**src/core/fups_pkg.sv**
```systemverilog
// Purpose: constants for the flash unlock, program and erase sequencer
// Assumes: byte-wide register writes from the core or debugger, one clock
// Notes:   the array itself sits outside; this block drives its strobes
//
// Summary of operation
// - both protection option bits zero blocks all user program and erase
// - write-protect option one permits program and erase outside locked sectors
// - debugger mass erase still accepted with both option bits zero
// - reset puts the controller into its locked state
// - mismatching second page select relocks; match makes page active
// - 95H with page active erases it only if its sector is unprotected or the debugger writes it
// - any other command byte after unlock relocks the controller
// - mass erase rejected from user code, allowed only from debugger
// - after a byte program the page stays unlocked for more bytes
// - eight protection sectors of 1024 bytes, two erase pages each
// - 73H then 5EH routes next page-select write into sector lock mask
// - sector lock mask resets to zero; a one blocks its sector
// - set sector lock bits cannot be cleared by user code; reset or the debugger clears them
// - mass erase enable opens every address; page erase only its page
// - erased byte reads FFH; programming only clears bits
// - core stalled while a byte is programmed
// - page erase sets 512 bytes to FFH, core resumes, controller relocks
// - 63H with mass erase enabled erases all and relocks; debugger polls
// - status reads locked 000000, unlocked 000011, page erase 010xxx
// - seven-bit page field gives program address bits 15 to 9
package fups_pkg;
    // =======================================================
    // command bytes
    localparam logic [7:0] CMD_UNLOCK1 = 8'h73;
    localparam logic [7:0] CMD_UNLOCK2 = 8'h8C;
    localparam logic [7:0] CMD_PAGE_ER = 8'h95;
    localparam logic [7:0] CMD_MASS_ER = 8'h63;
    localparam logic [7:0] CMD_SECTOR  = 8'h5E;
    // =======================================================
    // status codes
    localparam logic [5:0] ST_LOCKED   = 6'h00;
    localparam logic [5:0] ST_FIRST    = 6'h01;
    localparam logic [5:0] ST_SECOND   = 6'h02;
    localparam logic [5:0] ST_UNLOCKED = 6'h03;
    localparam logic [5:0] ST_SECT_SEL = 6'h04;
    localparam logic [5:0] ST_PROG     = 6'h08;
    localparam logic [5:0] ST_PAGE_ER  = 6'h10;
    localparam logic [5:0] ST_MASS_ER  = 6'h20;
    // =======================================================
    // geometry
    localparam int ADDR_W      = 16;
    localparam int PAGE_W      = 7;
    localparam int PAGE_LSB    = 9;
    localparam int SECTORS     = 8;
    localparam int SECTOR_LSB  = 10;
    localparam int SECT_IDX_W  = 3;
    localparam int PAGE_BYTES  = 512;
    localparam int ARRAY_BYTES = 8192;
    localparam logic [7:0] ERASED_BYTE = 8'hFF;
    localparam logic [7:0] MASK_RESET  = 8'h00;
    // =======================================================
    // timing: times in microseconds, cycles derived from the khz value
    localparam int PROG_TIME_US  = 40;
    localparam int PAGE_TIME_US  = 10000;
    localparam int MASS_TIME_US  = 20000;
    localparam int TIME_W        = 32;
    // =======================================================
    typedef enum logic [7:0] {
        FUPS_LOCKED   = 8'b0000_0001,
        FUPS_FIRST    = 8'b0000_0010,
        FUPS_SECOND   = 8'b0000_0100,
        FUPS_UNLOCKED = 8'b0000_1000,
        FUPS_SECT_SEL = 8'b0001_0000,
        FUPS_PROG     = 8'b0010_0000,
        FUPS_PAGE_ER  = 8'b0100_0000,
        FUPS_MASS_ER  = 8'b1000_0000
    } fups_state_t;
endpackage

```
**src/core/fups_timer.sv**
```systemverilog
// Purpose: wait counter for program and erase, sized from the khz value
// Assumes: start is a one-cycle pulse; khz value stable during a wait
// Notes:   cycles = khz * microseconds / 1000, at least one cycle
`timescale 1ns/100ps
module fups_timer
    import fups_pkg::*;
(
    input  wire logic               clk,
    input  wire logic               reset,
    input  wire logic               start,
    input  wire logic [15:0]        khz,
    input  wire logic [fups_pkg::TIME_W-1:0] time_us,
    output logic                    done
);
    // =======================================================
    // counter
    logic [TIME_W-1:0] count;
    logic [TIME_W-1:0] next_count;
    logic              busy;
    logic              next_busy;
    logic              next_done;
    logic [47:0]       product;

    always_comb
    begin
        product    = 48'(khz) * 48'(time_us) / 48'd1000;
        next_count = count;
        next_busy  = busy;
        next_done  = 1'b0;
        if (start)
        begin
            next_busy  = 1'b1;
            // zero khz would mean no wait; keep one cycle minimum
            next_count = (product == 48'd0) ? TIME_W'(1) : product[TIME_W-1:0];
        end
        else if (busy)
        begin
            if (count <= TIME_W'(1))
            begin
                next_busy = 1'b0;
                next_done = 1'b1;
            end
            else
            begin
                next_count = count - TIME_W'(1);
            end
        end
    end

    always_ff @(posedge clk)
    begin
        if (reset)
        begin
            count <= '0;
            busy  <= 1'b0;
            done  <= 1'b0;
        end
        else
        begin
            count <= next_count;
            busy  <= next_busy;
            done  <= next_done;
        end
    end
endmodule

```
**src/core/fups_ctrl.sv**
```systemverilog
// Purpose: flash controller sequencer: unlock, sector lock, program, erase
// Assumes: one-cycle write strobes from core or debugger; array outside
// Notes:   all outputs registered; array write strobes last one cycle
`timescale 1ns/100ps
module fups_ctrl
    import fups_pkg::*;
(
    input  wire logic                      clk,
    input  wire logic                      reset,
    input  wire logic                      debug_access,
    input  wire logic                      write_protect_option,
    input  wire logic                      secondary_protect_option,
    input  wire logic                      command_wr,
    input  wire logic                      page_select_wr,
    input  wire logic                      khz_high_wr,
    input  wire logic                      khz_low_wr,
    input  wire logic [7:0]                wr_data,
    input  wire logic                      prog_req,
    input  wire logic [fups_pkg::ADDR_W-1:0] prog_addr,
    input  wire logic [7:0]                prog_data,
    input  wire logic [7:0]                array_rdata,
    output logic [5:0]                     controller_state_code,
    output logic [7:0]                     page_select_value,
    output logic [7:0]                     sector_lock_mask,
    output logic [15:0]                    clock_khz_value,
    output logic                           core_stall,
    output logic                           array_write,
    output logic                           array_page_erase,
    output logic                           array_mass_erase,
    output logic [fups_pkg::ADDR_W-1:0]    array_addr,
    output logic [7:0]                     array_wdata
);
    // =======================================================
    // decode helpers
    function automatic logic sector_locked(input logic [7:0] mask,
                                           input logic [ADDR_W-1:0] a);
        sector_locked = mask[a[SECTOR_LSB +: SECT_IDX_W]];
    endfunction

    function automatic logic [ADDR_W-1:0] page_base(input logic [7:0] ps);
        page_base = {ps[PAGE_W-1:0], {PAGE_LSB{1'b0}}};
    endfunction

    function automatic logic [5:0] status_code(input fups_state_t s);
        status_code = ST_LOCKED;
        unique case (s)
        FUPS_LOCKED:   status_code = ST_LOCKED;
        FUPS_FIRST:    status_code = ST_FIRST;
        FUPS_SECOND:   status_code = ST_SECOND;
        FUPS_UNLOCKED: status_code = ST_UNLOCKED;
        FUPS_SECT_SEL: status_code = ST_SECT_SEL;
        FUPS_PROG:     status_code = ST_PROG;
        FUPS_PAGE_ER:  status_code = ST_PAGE_ER;
        FUPS_MASS_ER:  status_code = ST_MASS_ER;
        endcase
    endfunction

    // =======================================================
    // state
    fups_state_t       state;
    fups_state_t       next_state;
    logic [7:0]        first_page;
    logic [7:0]        next_first_page;
    logic              page_en;
    logic              next_page_en;
    logic              mass_en;
    logic              next_mass_en;
    logic              erase_hold;
    logic              next_erase_hold;
    logic [7:0]        next_page_select;
    logic [7:0]        next_mask;
    logic [15:0]       next_khz;
    logic [5:0]        next_code;
    logic              next_stall;
    logic              next_write;
    logic              next_page_er;
    logic              next_mass_er;
    logic [ADDR_W-1:0] next_addr;
    logic [7:0]        next_wdata;
    logic              timer_start;
    logic [TIME_W-1:0] timer_us;
    logic              timer_done;
    logic              user_ok;
    logic              addr_ok;

    // timer samples the value at start only; a reload mid-wait does not alter that wait
    fups_timer u_timer
    (
        .clk     (clk),
        .reset   (reset),
        .start   (timer_start),
        .khz     (clock_khz_value),
        .time_us (timer_us),
        .done    (timer_done)
    );

    // =======================================================
    // clock value; software may reload it in any state
    always_comb
    begin
        next_khz = clock_khz_value;
        if (khz_high_wr)
            next_khz[15:8] = wr_data;
        if (khz_low_wr)
            next_khz[7:0] = wr_data;
    end

    always_ff @(posedge clk)
    begin
        if (reset)
        begin
            clock_khz_value <= '0;
        end
        else
        begin
            clock_khz_value <= next_khz;
        end
    end

    // =======================================================
    // sequencer
    always_comb
    begin
        next_state       = state;
        next_first_page  = first_page;
        next_page_en     = page_en;
        next_mass_en     = mass_en;
        next_erase_hold  = erase_hold;
        next_page_select = page_select_value;
        next_mask        = sector_lock_mask;
        next_write       = 1'b0;
        next_page_er     = 1'b0;
        next_mass_er     = 1'b0;
        next_addr        = array_addr;
        next_wdata       = array_wdata;
        timer_start      = 1'b0;
        timer_us         = TIME_W'(PROG_TIME_US);
        // write-protect option gates user code only; debugger bypasses it
        user_ok = debug_access || write_protect_option;
        addr_ok = mass_en ||
                  (page_en && prog_addr[ADDR_W-1:PAGE_LSB] ==
                   page_select_value[PAGE_W-1:0]);

        unique case (state)
        FUPS_LOCKED:
        begin
            if (page_select_wr)
            begin
                next_page_select = wr_data;
                next_first_page  = wr_data;
            end
            if (command_wr && wr_data == CMD_UNLOCK1)
                next_state = FUPS_FIRST;
        end
        FUPS_FIRST:
        begin
            if (command_wr)
            begin
                if (wr_data == CMD_UNLOCK2)
                    next_state = FUPS_SECOND;
                else if (wr_data == CMD_SECTOR)
                    next_state = FUPS_SECT_SEL;
                else
                    next_state = FUPS_LOCKED;
            end
        end
        FUPS_SECOND:
        begin
            if (page_select_wr)
            begin
                next_page_select = wr_data;
                if (wr_data == first_page)
                begin
                    next_state   = FUPS_UNLOCKED;
                    next_page_en = 1'b1;
                end
                else
                    next_state = FUPS_LOCKED;
            end
            else if (command_wr)
                next_state = FUPS_LOCKED;
            else if (debug_access)
                next_state = FUPS_UNLOCKED; // debugger skips the re-write
        end
        FUPS_SECT_SEL:
        begin
            if (page_select_wr)
            begin
                // user code may only set bits; debugger may also clear
                next_mask  = debug_access ? wr_data
                                          : (sector_lock_mask | wr_data);
                next_state = FUPS_LOCKED;
            end
            else if (command_wr)
                next_state = FUPS_LOCKED;
        end
        FUPS_UNLOCKED:
        begin
            if (command_wr)
            begin
                if (wr_data == CMD_PAGE_ER && user_ok && !erase_hold &&
                    (debug_access ||
                     !sector_locked(sector_lock_mask,
                                    page_base(page_select_value))))
                begin
                    next_state   = FUPS_PAGE_ER;
                    next_page_er = 1'b1;
                    next_addr    = page_base(page_select_value);
                    timer_start  = 1'b1;
                    timer_us     = TIME_W'(PAGE_TIME_US);
                end
                else if (wr_data == CMD_MASS_ER && debug_access)
                begin
                    next_state   = FUPS_MASS_ER;
                    next_mass_en = 1'b1;
                    next_mass_er = 1'b1;
                    timer_start  = 1'b1;
                    timer_us     = TIME_W'(MASS_TIME_US);
                end
                else
                begin
                    next_state   = FUPS_LOCKED;
                    next_page_en = 1'b0;
                    next_mass_en = 1'b0;
                end
            end
            else if (page_select_wr && debug_access)
                next_page_select = wr_data;
            else if (prog_req && user_ok &&
                     (debug_access || (addr_ok &&
                      !sector_locked(sector_lock_mask, prog_addr))))
            begin
                next_state  = FUPS_PROG;
                next_write  = 1'b1;
                next_addr   = prog_addr;
                next_wdata  = array_rdata & prog_data;
                timer_start = 1'b1;
            end
        end
        FUPS_PROG:
        begin
            if (timer_done)
                next_state = FUPS_UNLOCKED;
        end
        FUPS_PAGE_ER, FUPS_MASS_ER:
        begin
            if (timer_done)
            begin
                next_state   = FUPS_LOCKED;
                next_page_en = 1'b0;
                next_mass_en = 1'b0;
            end
        end
        endcase

        if (state == FUPS_LOCKED)
            next_erase_hold = 1'b0;

        next_code  = status_code(next_state);
        // stall follows the next state so it rises with the strobe
        next_stall = (next_state == FUPS_PROG) ||
                     (next_state == FUPS_PAGE_ER) ||
                     (next_state == FUPS_MASS_ER);
    end

    always_ff @(posedge clk)
    begin
        if (reset)
        begin
            state                 <= FUPS_LOCKED;
            first_page            <= '0;
            page_en               <= 1'b0;
            mass_en               <= 1'b0;
            erase_hold            <= 1'b0;
            page_select_value     <= '0;
            sector_lock_mask      <= MASK_RESET;
            controller_state_code <= ST_LOCKED;
            core_stall            <= 1'b0;
            array_write           <= 1'b0;
            array_page_erase      <= 1'b0;
            array_mass_erase      <= 1'b0;
            array_addr            <= '0;
            array_wdata           <= ERASED_BYTE;
        end
        else
        begin
            state                 <= next_state;
            first_page            <= next_first_page;
            page_en               <= next_page_en;
            mass_en               <= next_mass_en;
            erase_hold            <= next_erase_hold;
            page_select_value     <= next_page_select;
            sector_lock_mask      <= next_mask;
            controller_state_code <= next_code;
            core_stall            <= next_stall;
            array_write           <= next_write;
            array_page_erase      <= next_page_er;
            array_mass_erase      <= next_mass_er;
            array_addr            <= next_addr;
            array_wdata           <= next_wdata;
        end
    end
endmodule

```
**config.mk**
```make
export PLATFORM = sky130hd
export DESIGN_NAME = fups_ctrl
export DESIGN_NICKNAME = d
export VERILOG_FILES = /design/src/core/fups_pkg.sv /design/src/core/fups_timer.sv /design/src/core/fups_ctrl.sv
export SDC_FILE = /design/constraint.sdc
export NUM_CORES = 1
export LEC_CHECK = 0
export BUFFER_PORTS_ARGS = -buffer_cell sky130_fd_sc_hd__buf_2
export CAP_MARGIN = 15
export CELL_PAD_IN_SITES_DETAIL_PLACEMENT = 0
export CELL_PAD_IN_SITES_GLOBAL_PLACEMENT = 1
export CORE_MARGIN = 2
export CORE_UTILIZATION = 35
export DETAILED_ROUTE_END_ITERATION = 16
export PLACE_DENSITY_LB_ADDON = 0.1
export SETUP_SLACK_MARGIN = 0.05
export SLEW_MARGIN = 20
export SYNTH_ARGS = -nofsm -noshare
export SYNTH_HDL_FRONTEND = slang
export SYNTH_SLANG_ARGS = --single-unit
```
**constraint.sdc**
```tcl
create_clock -name clk -period 52.9 [get_ports clk]
set_clock_uncertainty 0.1 [all_clocks]
set_input_delay 7.935 -clock clk [delete_from_list [all_inputs] [get_ports clk]]
set_output_delay 7.935 -clock clk [all_outputs]
set_load 0.01 [all_outputs]
```
==> impl_metrics.py <==
metrics = {
    "clock_network": {
        "cts_num_sinks": 118,
        "clkTransAtPathRegs_ns": 0.06,
        "cts-htree-levels": 4,
        "cts_made_buffers": 17,
        "clk_latency_ns": 0.42,
        "clock_path_buffers": 2,
        "clock-root-buffer": "clkbuf_16",
        "postCtsSetupBuffers": 0,
        "cts_tree": "built",
        "cts_resized": 0,
        "cts-hold-fix-buffers": 0,
    },
    "cells_and_area": {
        "drive_gt1_share_pct": 12.2,
        "post-route-util_pct": 38.8,
        "fin_area_um2": 19500,
        "fillers": 5347,
        "area_delta_synth_final_pct": 9.28,
        "layout.nets": 2589,
    },
    "power": {
        "p_clk_share_pct": 17.0,
        "p_leak_nw": 8.59,
        "power_frac_comb_pct": 70.8,
        "ir_worst_vdd_uv": 34.0,
        "p_sw_share_pct": 52.7,
        "pwr-share-seq_pct": 12.2,
        "switching_power_w": 0.000402,
        "finalPower_w": 0.000764,
        "intPower_w": 0.000361,
        "powerDensity_nw_per_um2": 39.2,
    },
    "worst_setup_path": {
        "cp.arrival_ns": 32.22,
        "endpoint_kind": "flip-flop",
        "start_kind": "input port",
        "worst-setup-path-type": "in -> reg",
        "crit_fanout": 19,
        "cp_slowest_cell": "nor4_2",
        "r2r_slack_ns": 27.65,
        "worstPathRequired_ns": 53.10,
        "cpPeakStageDelay_ns": 0.84,
        "crit_path_frequent_cell": "fa_1",
    },
    "sta": {
        "min_period_ns": 32.02,
        "max-slew-margin-rel_pct": 29.6,
        "setup_viol": 0,
        "timing.fmax_mhz": 31.2,
        "worst_slew_pin_slew_ns": 1.05,
        "rsz0062_at_grt": "no",
        "finalCritPeriodShare_pct": 60.5,
        "setup_tns_ns": 0,
        "hold_viol": 0,
        "slew_violations": 0,
    },
    "yosys": {
        "synth_area_leaders": "dfxtp_1 (13%), fa_1 (9.4%), ha_1 (9.1%)",
        "synth_common_cells": "nand2_1 (219), nor2_1 (215), inv_1 (157), ha_1 (130), dfxtp_1 (118)",
        "synth_ff_type": "dfxtp_1",
        "synth_seq_area_share_pct": 13.2,
        "yosys.area.top_type": "dfxtp_1",
        "synthesis.instances": 2288,
        "yosys.cell_types.count": 136,
        "syn_area_um2": 17800,
        "ys_warn_count": 0,
        "ys_seq_elements": 118,
        "async_reset_ff_share_pct": 0,
        "avgSynthCellArea_um2": 7.80,
        "synth_top_cell_area_share_pct": 13.2,
        "synth-edff-count": 0,
        "yosysMostFrequentCell": "nand2_1",
    },
    "floorplan": {
        "rows": 82,
        "fp.dieW_um": 230,
        "io_pins": 116,
        "coreArea_um2": 50300,
        "initial_utilization_pct": 35.5,
        "die_h_um": 230,
        "dieArea_um2": 52800,
    },
    "grt": {
        "grt_overflow_total": 0,
        "grt_pass1_wl_mm": 88.4,
        "grt_pass1_vias": 16500,
        "groute.usage.overall_pct": 20.0,
        "antenna_found_initial": 1,
        "grt_max_degree": 56,
    },
    "routing": {
        "num_vias": 17000,
        "routed_wl_mm": 53.5,
        "wl_per_cell_um": 17.8,
        "drc": 0,
        "viasPerCell": 5.66,
        "dr.pass1.iters": 5,
        "drtIter0Drc": 1021,
        "postRouteAntennaNets": 0,
    },
    "run": {
        "drv_cap": 0,
    },
    "placed_design": {
        "port_buffers": 114,
        "placed_cell_area_um2": 18800,
        "routabilityCongestion": 0.865,
        "dpl.hpwl_mm": 43.0,
    },
    "hold_path": {
        "min_path_type": "reg -> reg",
    },
    "outcome": {
        "status": "finished clean",
    },
}
[cell type report]
type	instances	area, um2	area share (%)
tap	672	841	4.31
antenna	1	2.50	0.0128
timing repair buffer	127	671	3.44
clock buffer	17	425	2.18
sequential	118	2360	12.1
multi-input combinational	1903	14400	73.8
inverter	158	596	3.05
clock inverter	15	218	1.12
[critical path, delay by kind of cell]
| kind | cells | cell delay, ns |
|---|---|---|
| mux | 4 | 1.37 |
| compound gates | 34 | 11.29 |
| simple gates | 19 | 7.19 |
| xor+xnor | 2 | 0.95 |
| buf+inv | 3 | 0.34 |
| fa+ha+maj | 7 | 3.06 |
[cells in the final DEF (no fill, tap or decap), types with 10 or more instances in the layout]
| cell | count |
|---|---|
| mux2i_1 | 70 |
| o21ai_0 | 104 |
| nand2b_1 | 21 |
| xor2_1 | 21 |
| dfxtp_1 | 118 |
| a22oi_1 | 24 |
| buf_2 | 113 |
| or3_1 | 24 |
| nand4_1 | 24 |
| ha_1 | 130 |
| a211o_1 | 24 |
| and3_1 | 22 |
| xnor2_1 | 69 |
| nor2_1 | 215 |
| o211ai_1 | 23 |
| o31ai_1 | 15 |
| nand2_1 | 219 |
| o21a_1 | 14 |
| nor3_1 | 60 |
| inv_1 | 157 |
| o22ai_1 | 13 |
| nor2b_1 | 22 |
| nor4_1 | 30 |
| o21ai_1 | 25 |
| or2_1 | 12 |
| buf_4 | 14 |
| and2_1 | 70 |
| a21oi_1 | 105 |
| a31oi_1 | 38 |
| clkbuf_16 | 17 |
| a211oi_1 | 36 |
| mux2_2 | 10 |
| fa_1 | 84 |
| nand3_1 | 68 |
| a21o_1 | 21 |
[metal layers]
metal / wire length, um / part of all wire, % / vias to the layer above / GRT usage [%]
met4: 470 / 0.88 / 0 / 3.21
met5: 0 / 0 / - / 0
met3: 1500 / 2.8 / 29 / 1.76
li1: - / - / 8445 / -
met1: 27100 / 51 / 8255 / 29.1
met2: 24400 / 46 / 318 / 32.6
[power by group through the flow]
stage          clock network, W  registers (W)  logic [W]
2_1_floorplan                 0      0.0000942   0.000440
3_3_place_gp                  0      0.0000948   0.000527
3_5_place_dp                  0      0.0000949   0.000532
4_1_cts                0.000133      0.0000929   0.000536
5_1_grt                0.000137      0.0000931   0.000598
6_report               0.000130      0.0000929   0.000541
[final timing paths]
kind	startpoint	end	cells after the start
worst max-delay path	wr_data[2]	u_timer.count[0]$_SDFFE_PP0P_	69
worst min-delay path	array_wdata[3]$_SDFFE_PP1P_	array_wdata[3]$_SDFFE_PP1P_	1
worst max register to register	page_select_value[1]$_SDFFE_PP0P_	u_timer.count[0]$_SDFFE_PP0P_	69
worst min register to register	array_wdata[3]$_SDFFE_PP1P_	array_wdata[3]$_SDFFE_PP1P_	1
[registers in the layout (all words and copies together), names as in the netlist]
name / flops
u_timer.done: 1
first_page: 8
array_mass_erase: 1
state: 8
array_addr: 16
controller_state_code: 6
clock_khz_value: 16
sector_lock_mask: 8
core_stall: 1
array_write: 1
array_wdata: 8
u_timer.busy: 1
page_en: 1
mass_en: 1
array_page_erase: 1
page_select_value: 8
u_timer.count: 32
[through the flow]
step                      setup slack, ns  hold slack (ns)  instances
after detailed placement            20.72            0.344       2978
after global placement              20.78            0.340       2978
after global routing                18.82            0.381       3011
final                               20.88            0.361       3011
after CTS                           21.02            0.361       3010
after floorplan                     25.31            0.310       2291
[cell families after synthesis]
logic type | synth area share [%]
multiplexers | 5.23
buffers and inverters | 6.40
adder cells (fa/ha/maj) | 18.9
other | 0.0210
flip-flops | 13.2
XOR/XNOR | 4.94
AO/OA/AOI/OAI | 27.3
AND/OR/NAND/NOR | 24.0
(Power assumes the default switching activity.)
